## src/pft_cfg.svh

```systemverilog
/*
  Address map, field positions, reset values and timing figures of the
  port overload fault timer.
  Assumes a 100 MHz clock and byte addresses on an 8-bit APB address.
*/
`ifndef PFT_CFG_SVH
`define PFT_CFG_SVH

`define PFT_ADDR_TIMING 8'h00
`define PFT_ADDR_MODE 8'h04
`define PFT_ADDR_DETECT 8'h08
`define PFT_ADDR_PCUTDIS 8'h0C
`define PFT_ADDR_COMMAND 8'h10
`define PFT_ADDR_STATUS 8'h14
`define PFT_ADDR_FAULT 8'h18

`define PFT_MPDO_LSB 0
`define PFT_OVLD_LSB 2
`define PFT_HI_LSB 8
`define PFT_COOL_LSB 16
`define PFT_TIMING_RESET 4'h0

`define PFT_OVLD_MS_00 60
`define PFT_OVLD_MS_01 30
`define PFT_OVLD_MS_10 120
`define PFT_OVLD_MS_11 240
`define PFT_COOL_MS 1000
`define PFT_LEAK_DIV 16

`define PFT_CLK_NS 10
`define PFT_TICK_NS 1000000
`define PFT_TICK_CYCLES (`PFT_TICK_NS / `PFT_CLK_NS)

`endif

```

## src/pft_pkg.sv

```systemverilog
/*
  Types shared by the port overload fault timer modules.
  Assumes nothing beyond a SystemVerilog compiler.
*/
`default_nettype none
package pft_pkg;

  typedef enum logic [1:0] {
    CH_COUNT = 2'h1,
    CH_COOL = 2'h2
  } pft_state_t;

  typedef struct packed {
    logic over;
    logic clear;
    logic abort;
    logic pcutDis;
    logic autoDetect;
  } pft_chin_t;

  typedef struct packed {
    logic timeout;
    logic turnOff;
    logic detect;
    logic cooling;
  } pft_chout_t;

endpackage

`default_nettype wire

```

## src/pft_top.sv

```systemverilog
/*
  Port overload fault timer for a multi-channel power sourcing
  controller: APB register file, pin synchronisers, power status and
  one overload timer per channel on a shared time base.
  Assumes an APB master on the same clock, analog comparator levels on
  overCurrent, currentLimiting and powerGoodIn, and same-clock pulses
  on the fault, disconnect and power-on inputs.
*/
`timescale 1ns/1ns
`default_nettype none
`include "pft_cfg.svh"

module pft_top #(
  parameter int NCH = 8,
  parameter int CW = 10,
  parameter int TICK_CYCLES = `PFT_TICK_CYCLES
) (
  input wire logic clock,
  input wire logic resetn,
  input wire logic [7:0] paddr,
  input wire logic psel,
  input wire logic penable,
  input wire logic pwrite,
  input wire logic [31:0] pwdata,
  input wire logic [3:0] pstrb,
  output logic [31:0] prdata,
  output logic pready,
  output logic pslverr,
  input wire logic [NCH-1:0] overCurrent,
  input wire logic [NCH-1:0] currentLimiting,
  input wire logic [NCH-1:0] powerGoodIn,
  input wire logic [NCH-1:0] dcDisconnect,
  input wire logic [NCH-1:0] currentLimitFault,
  input wire logic [NCH-1:0] startFault,
  input wire logic [NCH-1:0] powerOnRequest,
  output logic [NCH-1:0] channelPowerEnable,
  output logic [NCH-1:0] channelPowerGood,
  output logic [NCH-1:0] detectStart,
  output logic [1:0] overloadTimeSelect,
  output logic [1:0] disconnectDelaySelect
);
  import pft_pkg::*;

  if (NCH < 1 || NCH > 8)
  begin : gBadNch
    $error("pft_top: NCH must be 1 to 8");
  end
  if ((1 << CW) <= `PFT_COOL_MS)
  begin : gBadCw
    $error("pft_top: CW too narrow");
  end

  // byte-lane merge of a write into an old word
  function automatic logic [31:0] merge(input logic [31:0] old,
                                        input logic [31:0] wdata,
                                        input logic [3:0] strb);
    logic [31:0] r;
    r = old;
    for (int i = 0; i < 4; i++)
      if (strb[i])
        r[8*i +: 8] = wdata[8*i +: 8];
    return r;
  endfunction

  function automatic logic [CW-1:0] ovldTicks(input logic [1:0] sel);
    logic [CW-1:0] r;
    case (sel)
      2'h0: r = CW'(`PFT_OVLD_MS_00);
      2'h1: r = CW'(`PFT_OVLD_MS_01);
      2'h2: r = CW'(`PFT_OVLD_MS_10);
      2'h3: r = CW'(`PFT_OVLD_MS_11);
      default: r = CW'(`PFT_OVLD_MS_00);
    endcase
    return r;
  endfunction

  // pin synchronisers
  logic [NCH-1:0] overMeta;
  logic [NCH-1:0] overSync;
  logic [NCH-1:0] limMeta;
  logic [NCH-1:0] limSync;
  logic [NCH-1:0] pgMeta;
  logic [NCH-1:0] pgSync;

  always_ff @(posedge clock)
  begin
    if (!resetn)
    begin
      overMeta <= '0;
      overSync <= '0;
      limMeta <= '0;
      limSync <= '0;
      pgMeta <= '0;
      pgSync <= '0;
    end
    else
    begin
      overMeta <= overCurrent;
      overSync <= overMeta;
      limMeta <= currentLimiting;
      limSync <= limMeta;
      pgMeta <= powerGoodIn;
      pgSync <= pgMeta;
    end
  end

  // register file state
  logic [3:0] timing;
  logic [NCH-1:0] semiauto;
  logic [NCH-1:0] manual;
  logic [NCH-1:0] detectEn;
  logic [NCH-1:0] pcutDis;
  logic [NCH-1:0] resetCmd;
  logic [NCH-1:0] offCmd;
  logic [NCH-1:0] faultSticky;
  logic ovldChange;
  logic [3:0] next_timing;
  logic [NCH-1:0] next_semiauto;
  logic [NCH-1:0] next_manual;
  logic [NCH-1:0] next_detectEn;
  logic [NCH-1:0] next_pcutDis;
  logic [NCH-1:0] next_resetCmd;
  logic [NCH-1:0] next_offCmd;
  logic [NCH-1:0] next_faultSticky;
  logic next_ovldChange;
  logic [31:0] next_prdata;
  logic next_pready;
  logic next_pslverr;

  logic [NCH-1:0] enable;
  logic [NCH-1:0] next_enable;
  logic [NCH-1:0] next_good;
  logic [NCH-1:0] next_detect;
  logic [NCH-1:0] timeoutEv;
  logic [NCH-1:0] turnOff;
  logic [NCH-1:0] detectEv;
  logic [NCH-1:0] cooling;
  logic tick;
  logic leakTick;

  logic access;
  logic done;
  logic [31:0] readWord;
  logic mapped;
  logic [31:0] w;

  assign access = psel & penable;
  assign done = access & pready;

  always_comb
  begin
    readWord = '0;
    mapped = 1'b1;
    case (paddr)
      `PFT_ADDR_TIMING: readWord[3:0] = timing;
      `PFT_ADDR_MODE:
      begin
        readWord[NCH-1:0] = semiauto;
        readWord[`PFT_HI_LSB +: NCH] = manual;
      end
      `PFT_ADDR_DETECT: readWord[NCH-1:0] = detectEn;
      `PFT_ADDR_PCUTDIS: readWord[NCH-1:0] = pcutDis;
      `PFT_ADDR_COMMAND: readWord = '0;
      `PFT_ADDR_STATUS:
      begin
        readWord[NCH-1:0] = enable;
        readWord[`PFT_HI_LSB +: NCH] = channelPowerGood;
        readWord[`PFT_COOL_LSB +: NCH] = cooling;
      end
      `PFT_ADDR_FAULT: readWord[NCH-1:0] = faultSticky;
      default: mapped = 1'b0;
    endcase
  end

  always_comb
  begin
    next_timing = timing;
    next_semiauto = semiauto;
    next_manual = manual;
    next_detectEn = detectEn;
    next_pcutDis = pcutDis;
    next_resetCmd = '0;
    next_offCmd = '0;
    next_faultSticky = faultSticky;
    next_ovldChange = 1'b0;
    next_pready = access & ~pready;
    next_prdata = '0;
    next_pslverr = 1'b0;
    w = '0;
    if (access && !pready)
    begin
      next_prdata = pwrite ? 32'h0000_0000 : readWord;
      next_pslverr = ~mapped;
    end
    if (done && pwrite)
    begin
      case (paddr)
        `PFT_ADDR_TIMING:
        begin
          w = merge({28'h000_0000, timing}, pwdata, pstrb);
          next_timing = w[3:0];
          next_ovldChange = (w[3:2] != timing[3:2]);
        end
        `PFT_ADDR_MODE:
        begin
          w = merge(32'h0000_0000, pwdata, pstrb);
          w[NCH-1:0] = pstrb[0] ? w[NCH-1:0] : semiauto;
          w[`PFT_HI_LSB +: NCH] = pstrb[1] ? w[`PFT_HI_LSB +: NCH] : manual;
          next_semiauto = w[NCH-1:0];
          next_manual = w[`PFT_HI_LSB +: NCH];
        end
        `PFT_ADDR_DETECT:
        begin
          w = merge({{(32-NCH){1'b0}}, detectEn}, pwdata, pstrb);
          next_detectEn = w[NCH-1:0];
        end
        `PFT_ADDR_PCUTDIS:
        begin
          w = merge({{(32-NCH){1'b0}}, pcutDis}, pwdata, pstrb);
          next_pcutDis = w[NCH-1:0];
        end
        `PFT_ADDR_COMMAND:
        begin
          w = merge(32'h0000_0000, pwdata, pstrb);
          next_resetCmd = w[NCH-1:0];
          next_offCmd = w[`PFT_HI_LSB +: NCH];
        end
        `PFT_ADDR_FAULT:
        begin
          w = merge(32'h0000_0000, pwdata, pstrb);
          next_faultSticky = faultSticky & ~w[NCH-1:0];
        end
        default: w = '0;
      endcase
    end
    // a new timeout event beats a clear in the same cycle
    next_faultSticky = next_faultSticky | timeoutEv;
  end

  always_ff @(posedge clock)
  begin
    if (!resetn)
    begin
      timing <= `PFT_TIMING_RESET;
      semiauto <= '0;
      manual <= '0;
      detectEn <= '0;
      pcutDis <= '0;
      resetCmd <= '0;
      offCmd <= '0;
      faultSticky <= '0;
      ovldChange <= 1'b0;
      prdata <= '0;
      pready <= 1'b0;
      pslverr <= 1'b0;
    end
    else
    begin
      timing <= next_timing;
      semiauto <= next_semiauto;
      manual <= next_manual;
      detectEn <= next_detectEn;
      pcutDis <= next_pcutDis;
      resetCmd <= next_resetCmd;
      offCmd <= next_offCmd;
      faultSticky <= next_faultSticky;
      ovldChange <= next_ovldChange;
      prdata <= next_prdata;
      pready <= next_pready;
      pslverr <= next_pslverr;
    end
  end

  // power status: a fault or disconnect pin, a timer turn-off or a reset/off command wins over a power-on request
  always_comb
  begin
    next_enable = (enable | powerOnRequest) &
                  ~(currentLimitFault | startFault | dcDisconnect |
                    turnOff | resetCmd | offCmd);
    next_good = next_enable & pgSync;
    next_detect = detectEv;
  end

  always_ff @(posedge clock)
  begin
    if (!resetn)
    begin
      enable <= '0;
      channelPowerEnable <= '0;
      channelPowerGood <= '0;
      detectStart <= '0;
      overloadTimeSelect <= '0;
      disconnectDelaySelect <= '0;
    end
    else
    begin
      enable <= next_enable;
      channelPowerEnable <= next_enable;
      channelPowerGood <= next_good;
      detectStart <= next_detect;
      overloadTimeSelect <= next_timing[`PFT_OVLD_LSB +: 2];
      disconnectDelaySelect <= next_timing[`PFT_MPDO_LSB +: 2];
    end
  end

  pft_tick #(
    .TICK_CYCLES(TICK_CYCLES)
  ) timeBase (
    .clock(clock),
    .resetn(resetn),
    .tick(tick),
    .leakTick(leakTick)
  );

  for (genvar c = 0; c < NCH; c++)
  begin : gChan
    pft_chin_t cin;
    pft_chout_t cout;
    assign cin.over = (overSync[c] | limSync[c]) & enable[c];
    assign cin.clear = resetCmd[c] | offCmd[c] | dcDisconnect[c] |
                       ovldChange;
    assign cin.abort = resetCmd[c] | offCmd[c] | manual[c];
    assign cin.pcutDis = pcutDis[c];
    assign cin.autoDetect = semiauto[c] & ~manual[c] & detectEn[c];
    assign timeoutEv[c] = cout.timeout;
    assign turnOff[c] = cout.turnOff;
    assign detectEv[c] = cout.detect;
    assign cooling[c] = cout.cooling;
    pft_channel #(
      .CW(CW)
    ) chan (
      .clock(clock),
      .resetn(resetn),
      .tick(tick),
      .leakTick(leakTick),
      .limit(ovldTicks(timing[`PFT_OVLD_LSB +: 2])),
      .cin(cin),
      .cout(cout)
    );
  end

endmodule

`default_nettype wire

```

## src/pft_tick.sv

```systemverilog
/*
  Free-running time base: one tick per period, and a slower leak tick
  on every sixteenth tick.
  Assumes a single clock with synchronous active-low reset.
*/
`timescale 1ns/1ns
`default_nettype none
`include "pft_cfg.svh"

module pft_tick #(
  parameter int TICK_CYCLES = `PFT_TICK_CYCLES
) (
  input wire logic clock,
  input wire logic resetn,
  output logic tick,
  output logic leakTick
);
  localparam int W = $clog2(TICK_CYCLES);
  localparam int LW = $clog2(`PFT_LEAK_DIV);

  logic [W-1:0] count;
  logic [W-1:0] next_count;
  logic [LW-1:0] leak;
  logic [LW-1:0] next_leak;
  logic next_tick;
  logic next_leakTick;

  if (TICK_CYCLES < 2)
  begin : gBadTick
    $error("pft_tick: TICK_CYCLES must be at least 2");
  end

  always_comb
  begin
    next_count = count + 1'b1;
    next_leak = leak;
    next_tick = 1'b0;
    next_leakTick = 1'b0;
    if (count == W'(TICK_CYCLES - 1))
    begin
      next_count = '0;
      next_tick = 1'b1;
      next_leak = leak + 1'b1;
      next_leakTick = (leak == LW'(`PFT_LEAK_DIV - 1));
    end
  end

  always_ff @(posedge clock)
  begin
    if (!resetn)
    begin
      count <= '0;
      leak <= '0;
      tick <= 1'b0;
      leakTick <= 1'b0;
    end
    else
    begin
      count <= next_count;
      leak <= next_leak;
      tick <= next_tick;
      leakTick <= next_leakTick;
    end
  end

endmodule

`default_nettype wire

```

## src/pft_channel.sv

```systemverilog
/*
  One channel's overload timer: counts up on ticks while over threshold,
  leaks down otherwise, and runs the cool-down after a turn-off.
  Assumes tick and leakTick are one-cycle pulses from the shared base.
*/
`timescale 1ns/1ns
`default_nettype none
`include "pft_cfg.svh"

module pft_channel #(
  parameter int CW = 10
) (
  input wire logic clock,
  input wire logic resetn,
  input wire logic tick,
  input wire logic leakTick,
  input wire logic [CW-1:0] limit,
  input wire pft_pkg::pft_chin_t cin,
  output var pft_pkg::pft_chout_t cout
);
  import pft_pkg::*;

  localparam logic [CW-1:0] COOL_TICKS = CW'(`PFT_COOL_MS);

  pft_state_t state;
  pft_state_t next_state;
  logic [CW-1:0] count;
  logic [CW-1:0] next_count;
  pft_chout_t next_cout;

  if ((1 << CW) <= `PFT_COOL_MS)
  begin : gBadCw
    $error("pft_channel: CW too narrow for the cool-down count");
  end

  always_comb
  begin
    next_state = state;
    next_count = count;
    next_cout = '0;
    case (state)
      CH_COUNT:
      begin
        if (cin.clear)
          next_count = '0;
        else if (tick && cin.over)
        begin
          if (count + 1'b1 >= limit)
          begin
            next_count = '0;
            next_cout.timeout = 1'b1;
            if (!cin.pcutDis)
            begin
              next_cout.turnOff = 1'b1;
              next_state = CH_COOL;
            end
          end
          else
            next_count = count + 1'b1;
        end
        else if (leakTick && !cin.over && count != '0)
          next_count = count - 1'b1;
      end
      CH_COOL:
      begin
        if (cin.abort)
        begin
          next_state = CH_COUNT;
          next_count = '0;
        end
        else if (tick)
        begin
          if (count == COOL_TICKS - 1'b1)
          begin
            next_state = CH_COUNT;
            next_count = '0;
            next_cout.detect = cin.autoDetect;
          end
          else
            next_count = count + 1'b1;
        end
      end
      default:
      begin
        next_state = CH_COUNT;
        next_count = '0;
      end
    endcase
    next_cout.cooling = (next_state == CH_COOL);
  end

  always_ff @(posedge clock)
  begin
    if (!resetn)
    begin
      state <= CH_COUNT;
      count <= '0;
      cout <= '0;
    end
    else
    begin
      state <= next_state;
      count <= next_count;
      cout <= next_cout;
    end
  end

endmodule

`default_nettype wire

```

## config.mk

```make
export PLATFORM = sky130hd
export DESIGN_NAME = pft_top
export DESIGN_NICKNAME = d
export VERILOG_FILES = /design/src/pft_pkg.sv /design/src/pft_top.sv /design/src/pft_tick.sv /design/src/pft_channel.sv
export VERILOG_INCLUDE_DIRS = /design/src
export SDC_FILE = /design/constraint.sdc
export NUM_CORES = 1
export LEC_CHECK = 0
export BUFFER_PORTS_ARGS = -buffer_cell sky130_fd_sc_hd__buf_2
export CAP_MARGIN = 20
export CORE_MARGIN = 4
export CORE_UTILIZATION = 51
export DETAILED_ROUTE_END_ITERATION = 10
export HOLD_SLACK_MARGIN = 0.06
export PLACE_DENSITY = 0.78
export RECOVER_POWER = 50
export REMOVE_ABC_BUFFERS = 1
export SYNTH_ARGS = -nofsm -noshare
export SYNTH_HDL_FRONTEND = slang
export SYNTH_SLANG_ARGS = --single-unit
```

## constraint.sdc

```tcl
create_clock -name clock -period 8.3 [get_ports clock]
set_clock_uncertainty 0.05 [all_clocks]
set_input_delay 0.415 -clock clock [delete_from_list [all_inputs] [get_ports clock]]
set_output_delay 0.415 -clock clock [all_outputs]
set_load 0.02 [all_outputs]
```

## Word-level counts from Yosys, hierarchy flattened

Cells that the tools add are included.

| cells by class | value |
|---|---|
| multiplexer cells | 160 |
| order comparisons | 8 |
| equal/unequal tests | 60 |
| reduce and logical (&&, ||, !) cells | 90 |
| bitwise operators | 133 |
| add/sub/neg operators | 18 |

Operators with widths:

| operator | number |
|---|---|
| 2-to-1 mux 10 bit | 56 |
| one-hot mux 10 bit (2 select lines) | 8 |
| 2-to-1 mux 2 bit | 64 |
| adder 10 x 1 -> 10 bit (second input constant) | 8 |
| == test 10 bit (second input constant) | 8 |
| greater-or-equal comparator 10 bit | 8 |
| nonzero test 10 bit | 8 |
| OR reduction 5 bit | 16 |
| subtractor 10 x 1 -> 10 bit (second input constant) | 8 |
| OR 8 bit | 7 |
| NOT 1 bit | 54 |
| 2-to-1 mux 8 bit | 5 |
| OR 1 bit | 40 |
| one-hot mux 10 bit (4 select lines) | 1 |
| == test 2 bit (second input constant) | 18 |
| OR reduction 4 bit | 9 |
| inequality test 4 x 1 -> 1 bit (second input constant) | 8 |
| one-hot mux 2 bit (2 select lines) | 8 |
| bitwise AND 1 bit | 27 |
| logical AND 1 bit | 26 |
| bitwise AND 8 bit | 3 |
| == test 8 x 5 -> 1 bit (second input constant) | 3 |
| inequality test 3 x 2 -> 1 bit (second input constant) | 8 |
| one-hot mux 4 bit (6 select lines) | 1 |
| 22 further kinds | 67 |

| storage, ports and cells | value |
|---|---|
| logic and storage cells | 546 |
| output and inout bits | 62 |
| bits in registers | 322 |

## Depth between registers and ports, before layout

| depth | value |
|---|---|
| word-level depth | 9 |
| gate-level depth with buffers | 13 |
| depth with buffers taken out | 11 |

## Cells and area by module

Synthesis repeated with hierarchy kept, for this count alone.

| second synthesis, totals | value |
|---|---|
| cells, all modules | 2384 |
| area, all modules | 19388.6 sq um |

By module, submodules not included:

| module | area an instance (sq um) | instances | cells each |
|---|---|---|---|
| pft_channel (gChan[0].chan ...) | 1577.8 | 7 | 211 |
| pft_top | 5650.4 | 1 | 566 |
| pft_channel (gChan[7].chan) | 1660.3 | 1 | 230 |
| pft_tick | 1033.5 | 1 | 111 |

## Worst setup path after synthesis

No wires, ideal clock.

| path | value |
|---|---|
| path kind | register to register |
| start point | register gChan[7].chan.count[0] |
| end point | register gChan[7].chan.count[4] |
| setup slack | 5.260 ns |
| required time | 8.164 ns |
| path buffers | 2 |
| arrival time | 2.905 ns |
| stages on the path, launching flop included | 14 |
| clock period less this slack | 3.040 ns |
| library setup time | 0.086 ns |
| cell sequence | dfxtp_1 > ha_1 > buf_2 > and3_1 > clkbuf_1 > nand3_1 > xnor2_1 > ha_1 > a21o_1 > a21oi_1 > o31ai_1 > a211oi_1 > a2111oi_0 > a211oi_1 |

| on the way | value |
|---|---|
| longest elaborated chain between the ends | 6 |

Ends and longest elaborated chain:

| item | line | source |
|---|---|---|
| from (decl) | pft_channel.sv:27 | `logic [CW-1:0] count;` |
| from (signal assigned) | pft_channel.sv:103 | `count <= next_count;` |
| adder 10 x 1 -> 10 bit | pft_channel.sv:48, pft_channel.sv:59, pft_channel.sv:80 |  |
| greater-or-equal comparator 10 bit | pft_channel.sv:48 | `if (count + 1'b1 >= limit)` |
| 2-to-1 mux 10 bit | pft_channel.sv:48 |  |
| 2-to-1 mux 10 bit | pft_channel.sv:46 | `else if (tick && cin.over)` |
| 2-to-1 mux 10 bit | pft_channel.sv:44 | `if (cin.clear)` |
| one-hot mux 10 bit (2 select lines) | pft_channel.sv:41 | `case (state)` |

Parallel ways exist; a longest one is shown, timed or not. The select of a mux whose other input is x is not followed.
A chain may end at the register's enable or synchronous reset.

==> flow_metrics.env <==
export IMPL_rsz0062_at_grt="no"
export IMPL_power_density_mw_per_mm2=192.1
export IMPL_synth_seq_cells=310
export IMPL_crit_path_end_kind="flip-flop"
export IMPL_p_leak_nw=8.092
export IMPL_yosysTopAreaCellShare_pct=34.38
export IMPL_die_area_sq_mm=0.03847
export IMPL_ys_seq_area_share_pct=34.38
export IMPL_syn2layout_area_growth_pct=12.34
export IMPL_grt_pass1_vias=16580
export IMPL_cp_num_buf_inv=4
export IMPL_worst_path_max_delay_cell="clkbuf_1"
export IMPL_die_h_um=196.1
export IMPL_finalSetupTns_ps=0
export IMPL_drc_errors=0
export IMPL_die_width_um=196.1
export IMPL_layout_drive_gt1_share_pct=9.490
export IMPL_finalCritPeriodShare_pct=62.85
export IMPL_tritoncts="done"
export IMPL_fp_row_count=68
export IMPL_synth_top_cell_by_area="dfxtp_1"
export IMPL_drv_slew=163
export IMPL_grt_remaining_overflow=0
export IMPL_nNetsFinal=2444
export IMPL_timing_final_hold_violations=0
export IMPL_slew_headroom_pct=-96.67
export IMPL_port_buffers=140
export IMPL_status="complete, but fails checks"
export IMPL_num_vias=17540
export IMPL_ys_flop_type="dfxtp_1"
export IMPL_clock_sink_count=310
export IMPL_hold_class="primary input to flip-flop"
export IMPL_critPathRequiredTime_ps=8710
export IMPL_maxCapViolCount=4
export IMPL_place_congestion=1.019
export IMPL_routed_wl_um=56130
export IMPL_cts_buffers=35
export IMPL_cp_start_kind="primary input"
export IMPL_avgSynthCellArea_sq_um=8.358
export IMPL_cts_max_level=2
export IMPL_n_antenna_cell=0
export IMPL_clkTransAtPathRegs_ps=60
export IMPL_grt_max_degree=69
export IMPL_irDropWorstVdd_mv=0.1562
export IMPL_drt_iter0_markers=2147
export IMPL_synthTopCellsByArea="dfxtp_1, ha_1, nor2_1"
export IMPL_ant_nets=0
export IMPL_cp_top_family="buffers and inverters"
export IMPL_grt_total_usage_pct=27.74
export IMPL_arrival_ps=5630
export IMPL_worst_slew_pin_slew_ps=2950
export IMPL_cts_resized=0
export IMPL_yosysUniqueCellTypes=103
export IMPL_fin_crit_ps=5217
export IMPL_critPathMaxStageDelay_ps=1900
export IMPL_first_pass_iters=5
export IMPL_clock_root_buffer="clkbuf_16"
export IMPL_netlist_instances=2160
export IMPL_fp_coreArea_sq_mm=0.03471
export IMPL_fillers=3106
export IMPL_seqCellArea_sq_mm=0.006206
export IMPL_post_cts_buffers=0
export IMPL_cp_max_fo=55
export IMPL_multi_input_area_sq_mm=0.01096
export IMPL_async_reset_ff_share_pct=0
export IMPL_setup_viol=0
export IMPL_grt_pass1_wl_um=88390
export IMPL_hold_buffers=30
export IMPL_start_util_pct=52.00
export IMPL_dp_hpwl_um=38510
export IMPL_cp_cell_sequence="clkbuf_1, clkinvlp_2, clkbuf_1, nor4_1, o21ai_0, nor4_1, dlygate4sd3_1"
export IMPL_synth_edff_count=0
export IMPL_fmax_mhz=191.7
export IMPL_syn_area_sq_mm=0.01805
export IMPL_grt_antenna_before_repair=5
export IMPL_ios=167
export IMPL_holdWs_ps=78.37
export IMPL_violations="capacitance limit, slew limit"
export IMPL_worstSkewPairLatency_ps=530
export IMPL_crit_type="primary input to flip-flop"
export IMPL_yosysWarnings=0
export IMPL_wl_per_cell_um=20.55
export IMPL_avgViaCountPerCell=6.423
export IMPL_clock_path_buffers=3
## state kept, by name, indices dropped and copies added (netlist names), 16 cells and up
| signal | cells |
|---|---|
| gChan.chan.state | 16 |
| prdata | 24 |
| gChan.chan.count | 80 |
| timeBase.count | 17 |
| gChan.chan.cout | 32 |
## worst register-to-register path, cell delays in order (launching register included)
cell      delay [ps]
dfxtp_1          300
clkbuf_1         970
inv_1            660
ha_1             550
nand3b_1          90
mux2i_1          200
o221ai_1         160
o211ai_1         300
nor4b_1          540
o311ai_0         170
## final timing paths
kind / from / to / slack [ps] / cells past startpoint
min reg2reg: limMeta[1] / limSync[1] / 370 / 1
max reg2reg: timing[3] / gChan[2].chan.state[0] / 4110 / 9
max: resetn / enable[0] / 3080 / 7
min: currentLimiting[7] / limMeta[7] / 80 / 2
## metrics by stage
step | utilization [%] | instance area, sq um | total power, W | instances | setup slack [ps]
3_5_place_dp | 54.25 | 18830 | 0.002271 | 2635 | 4866
5_1_grt | 58.42 | 20280 | 0.004052 | 2731 | 2711
6_report | 58.42 | 20280 | 0.003896 | 2731 | 3083
2_1_floorplan | - | 17450 | 0.002097 | 2026 | 5334
4_1_cts | 58.65 | 20360 | 0.003903 | 2729 | 4869
3_3_place_gp | 54.24 | 18830 | 0.002252 | 2634 | 4462
## cell type report
class / count / area share (%)
clock buffers: 43 / 4.917
clock inverters: 21 / 1.135
inverters: 75 / 1.394
multi-input cells: 1641 / 54.06
flip-flops and latches: 310 / 30.60
well taps: 455 / 2.807
repair buffers: 186 / 5.084
## power by group
| group | switching [W] | total [W] | internal (W) |
|---|---|---|---|
| Sequential | 0.000104 | 0.00165 | 0.00154 |
| Combinational | 0.000352 | 0.000628 | 0.000276 |
| Clock | 0.000662 | 0.00162 | 0.000960 |
## layer usage
metal / part of all wire [%] / GRT usage, % / vias up
li1: - / - / 8175
met1: 41 / 36.92 / 8273
met2: 45 / 45.01 / 931
met3: 9.6 / 5.324 / 158
met4: 3.7 / 10.16 / 4
met5: 0.052 / 0 / -
## cell usage in the layout, fill, tap and decap left out, types with 41 or more instances in the layout
master,synthesis,layout
nor4_1,57,57
a21oi_1,96,96
nand2_1,152,152
clkbuf_1,83,58
xor2_1,44,44
inv_1,74,73
o21ai_0,103,103
ha_1,90,90
mux2i_1,52,52
buf_2,37,87
nand3_1,70,70
nor3_1,56,56
dfxtp_1,310,310
and2_1,85,57
xnor2_1,41,41
and3_1,70,70
nor2_1,189,189
## Yosys cell counts (16+ instances only)
| master | count |
|---|---|
| nand2_1 | 152 |
| and2_1 | 85 |
| and3_1 | 70 |
| o21ai_0 | 103 |
| buf_2 | 37 |
| xor2_1 | 44 |
| a21oi_1 | 96 |
| nand2b_1 | 21 |
| nand4_1 | 30 |
| nor2_1 | 189 |
| clkbuf_1 | 83 |
| dfxtp_1 | 310 |
| nor4_1 | 57 |
| o31ai_1 | 18 |
| mux2i_1 | 52 |
| inv_1 | 74 |
| a31oi_1 | 20 |
| a21o_1 | 16 |
| a22oi_1 | 24 |
| o22ai_1 | 17 |
| a32o_1 | 17 |
| nor3_1 | 56 |
| or4_1 | 16 |
| o211ai_1 | 25 |
| ha_1 | 90 |
| nand3_1 | 70 |
| xnor2_1 | 41 |
## logic make-up (layout without fill, tap and decap cells)
| kind of cell | count (synthesis) | count (layout) | synth area share (%) |
|---|---|---|---|
| buf+inv | 216 | 325 | 5.053 |
| other cells | 1 | 8 | 0.02077 |
| compound gates | 534 | 534 | 21.24 |
| xor+xnor | 85 | 85 | 4.124 |
| flops | 310 | 310 | 34.38 |
| simple gates | 871 | 871 | 26.01 |
| fa+ha+maj | 90 | 90 | 6.238 |
| mux | 53 | 53 | 2.946 |
(Power assumes the default switching activity.)
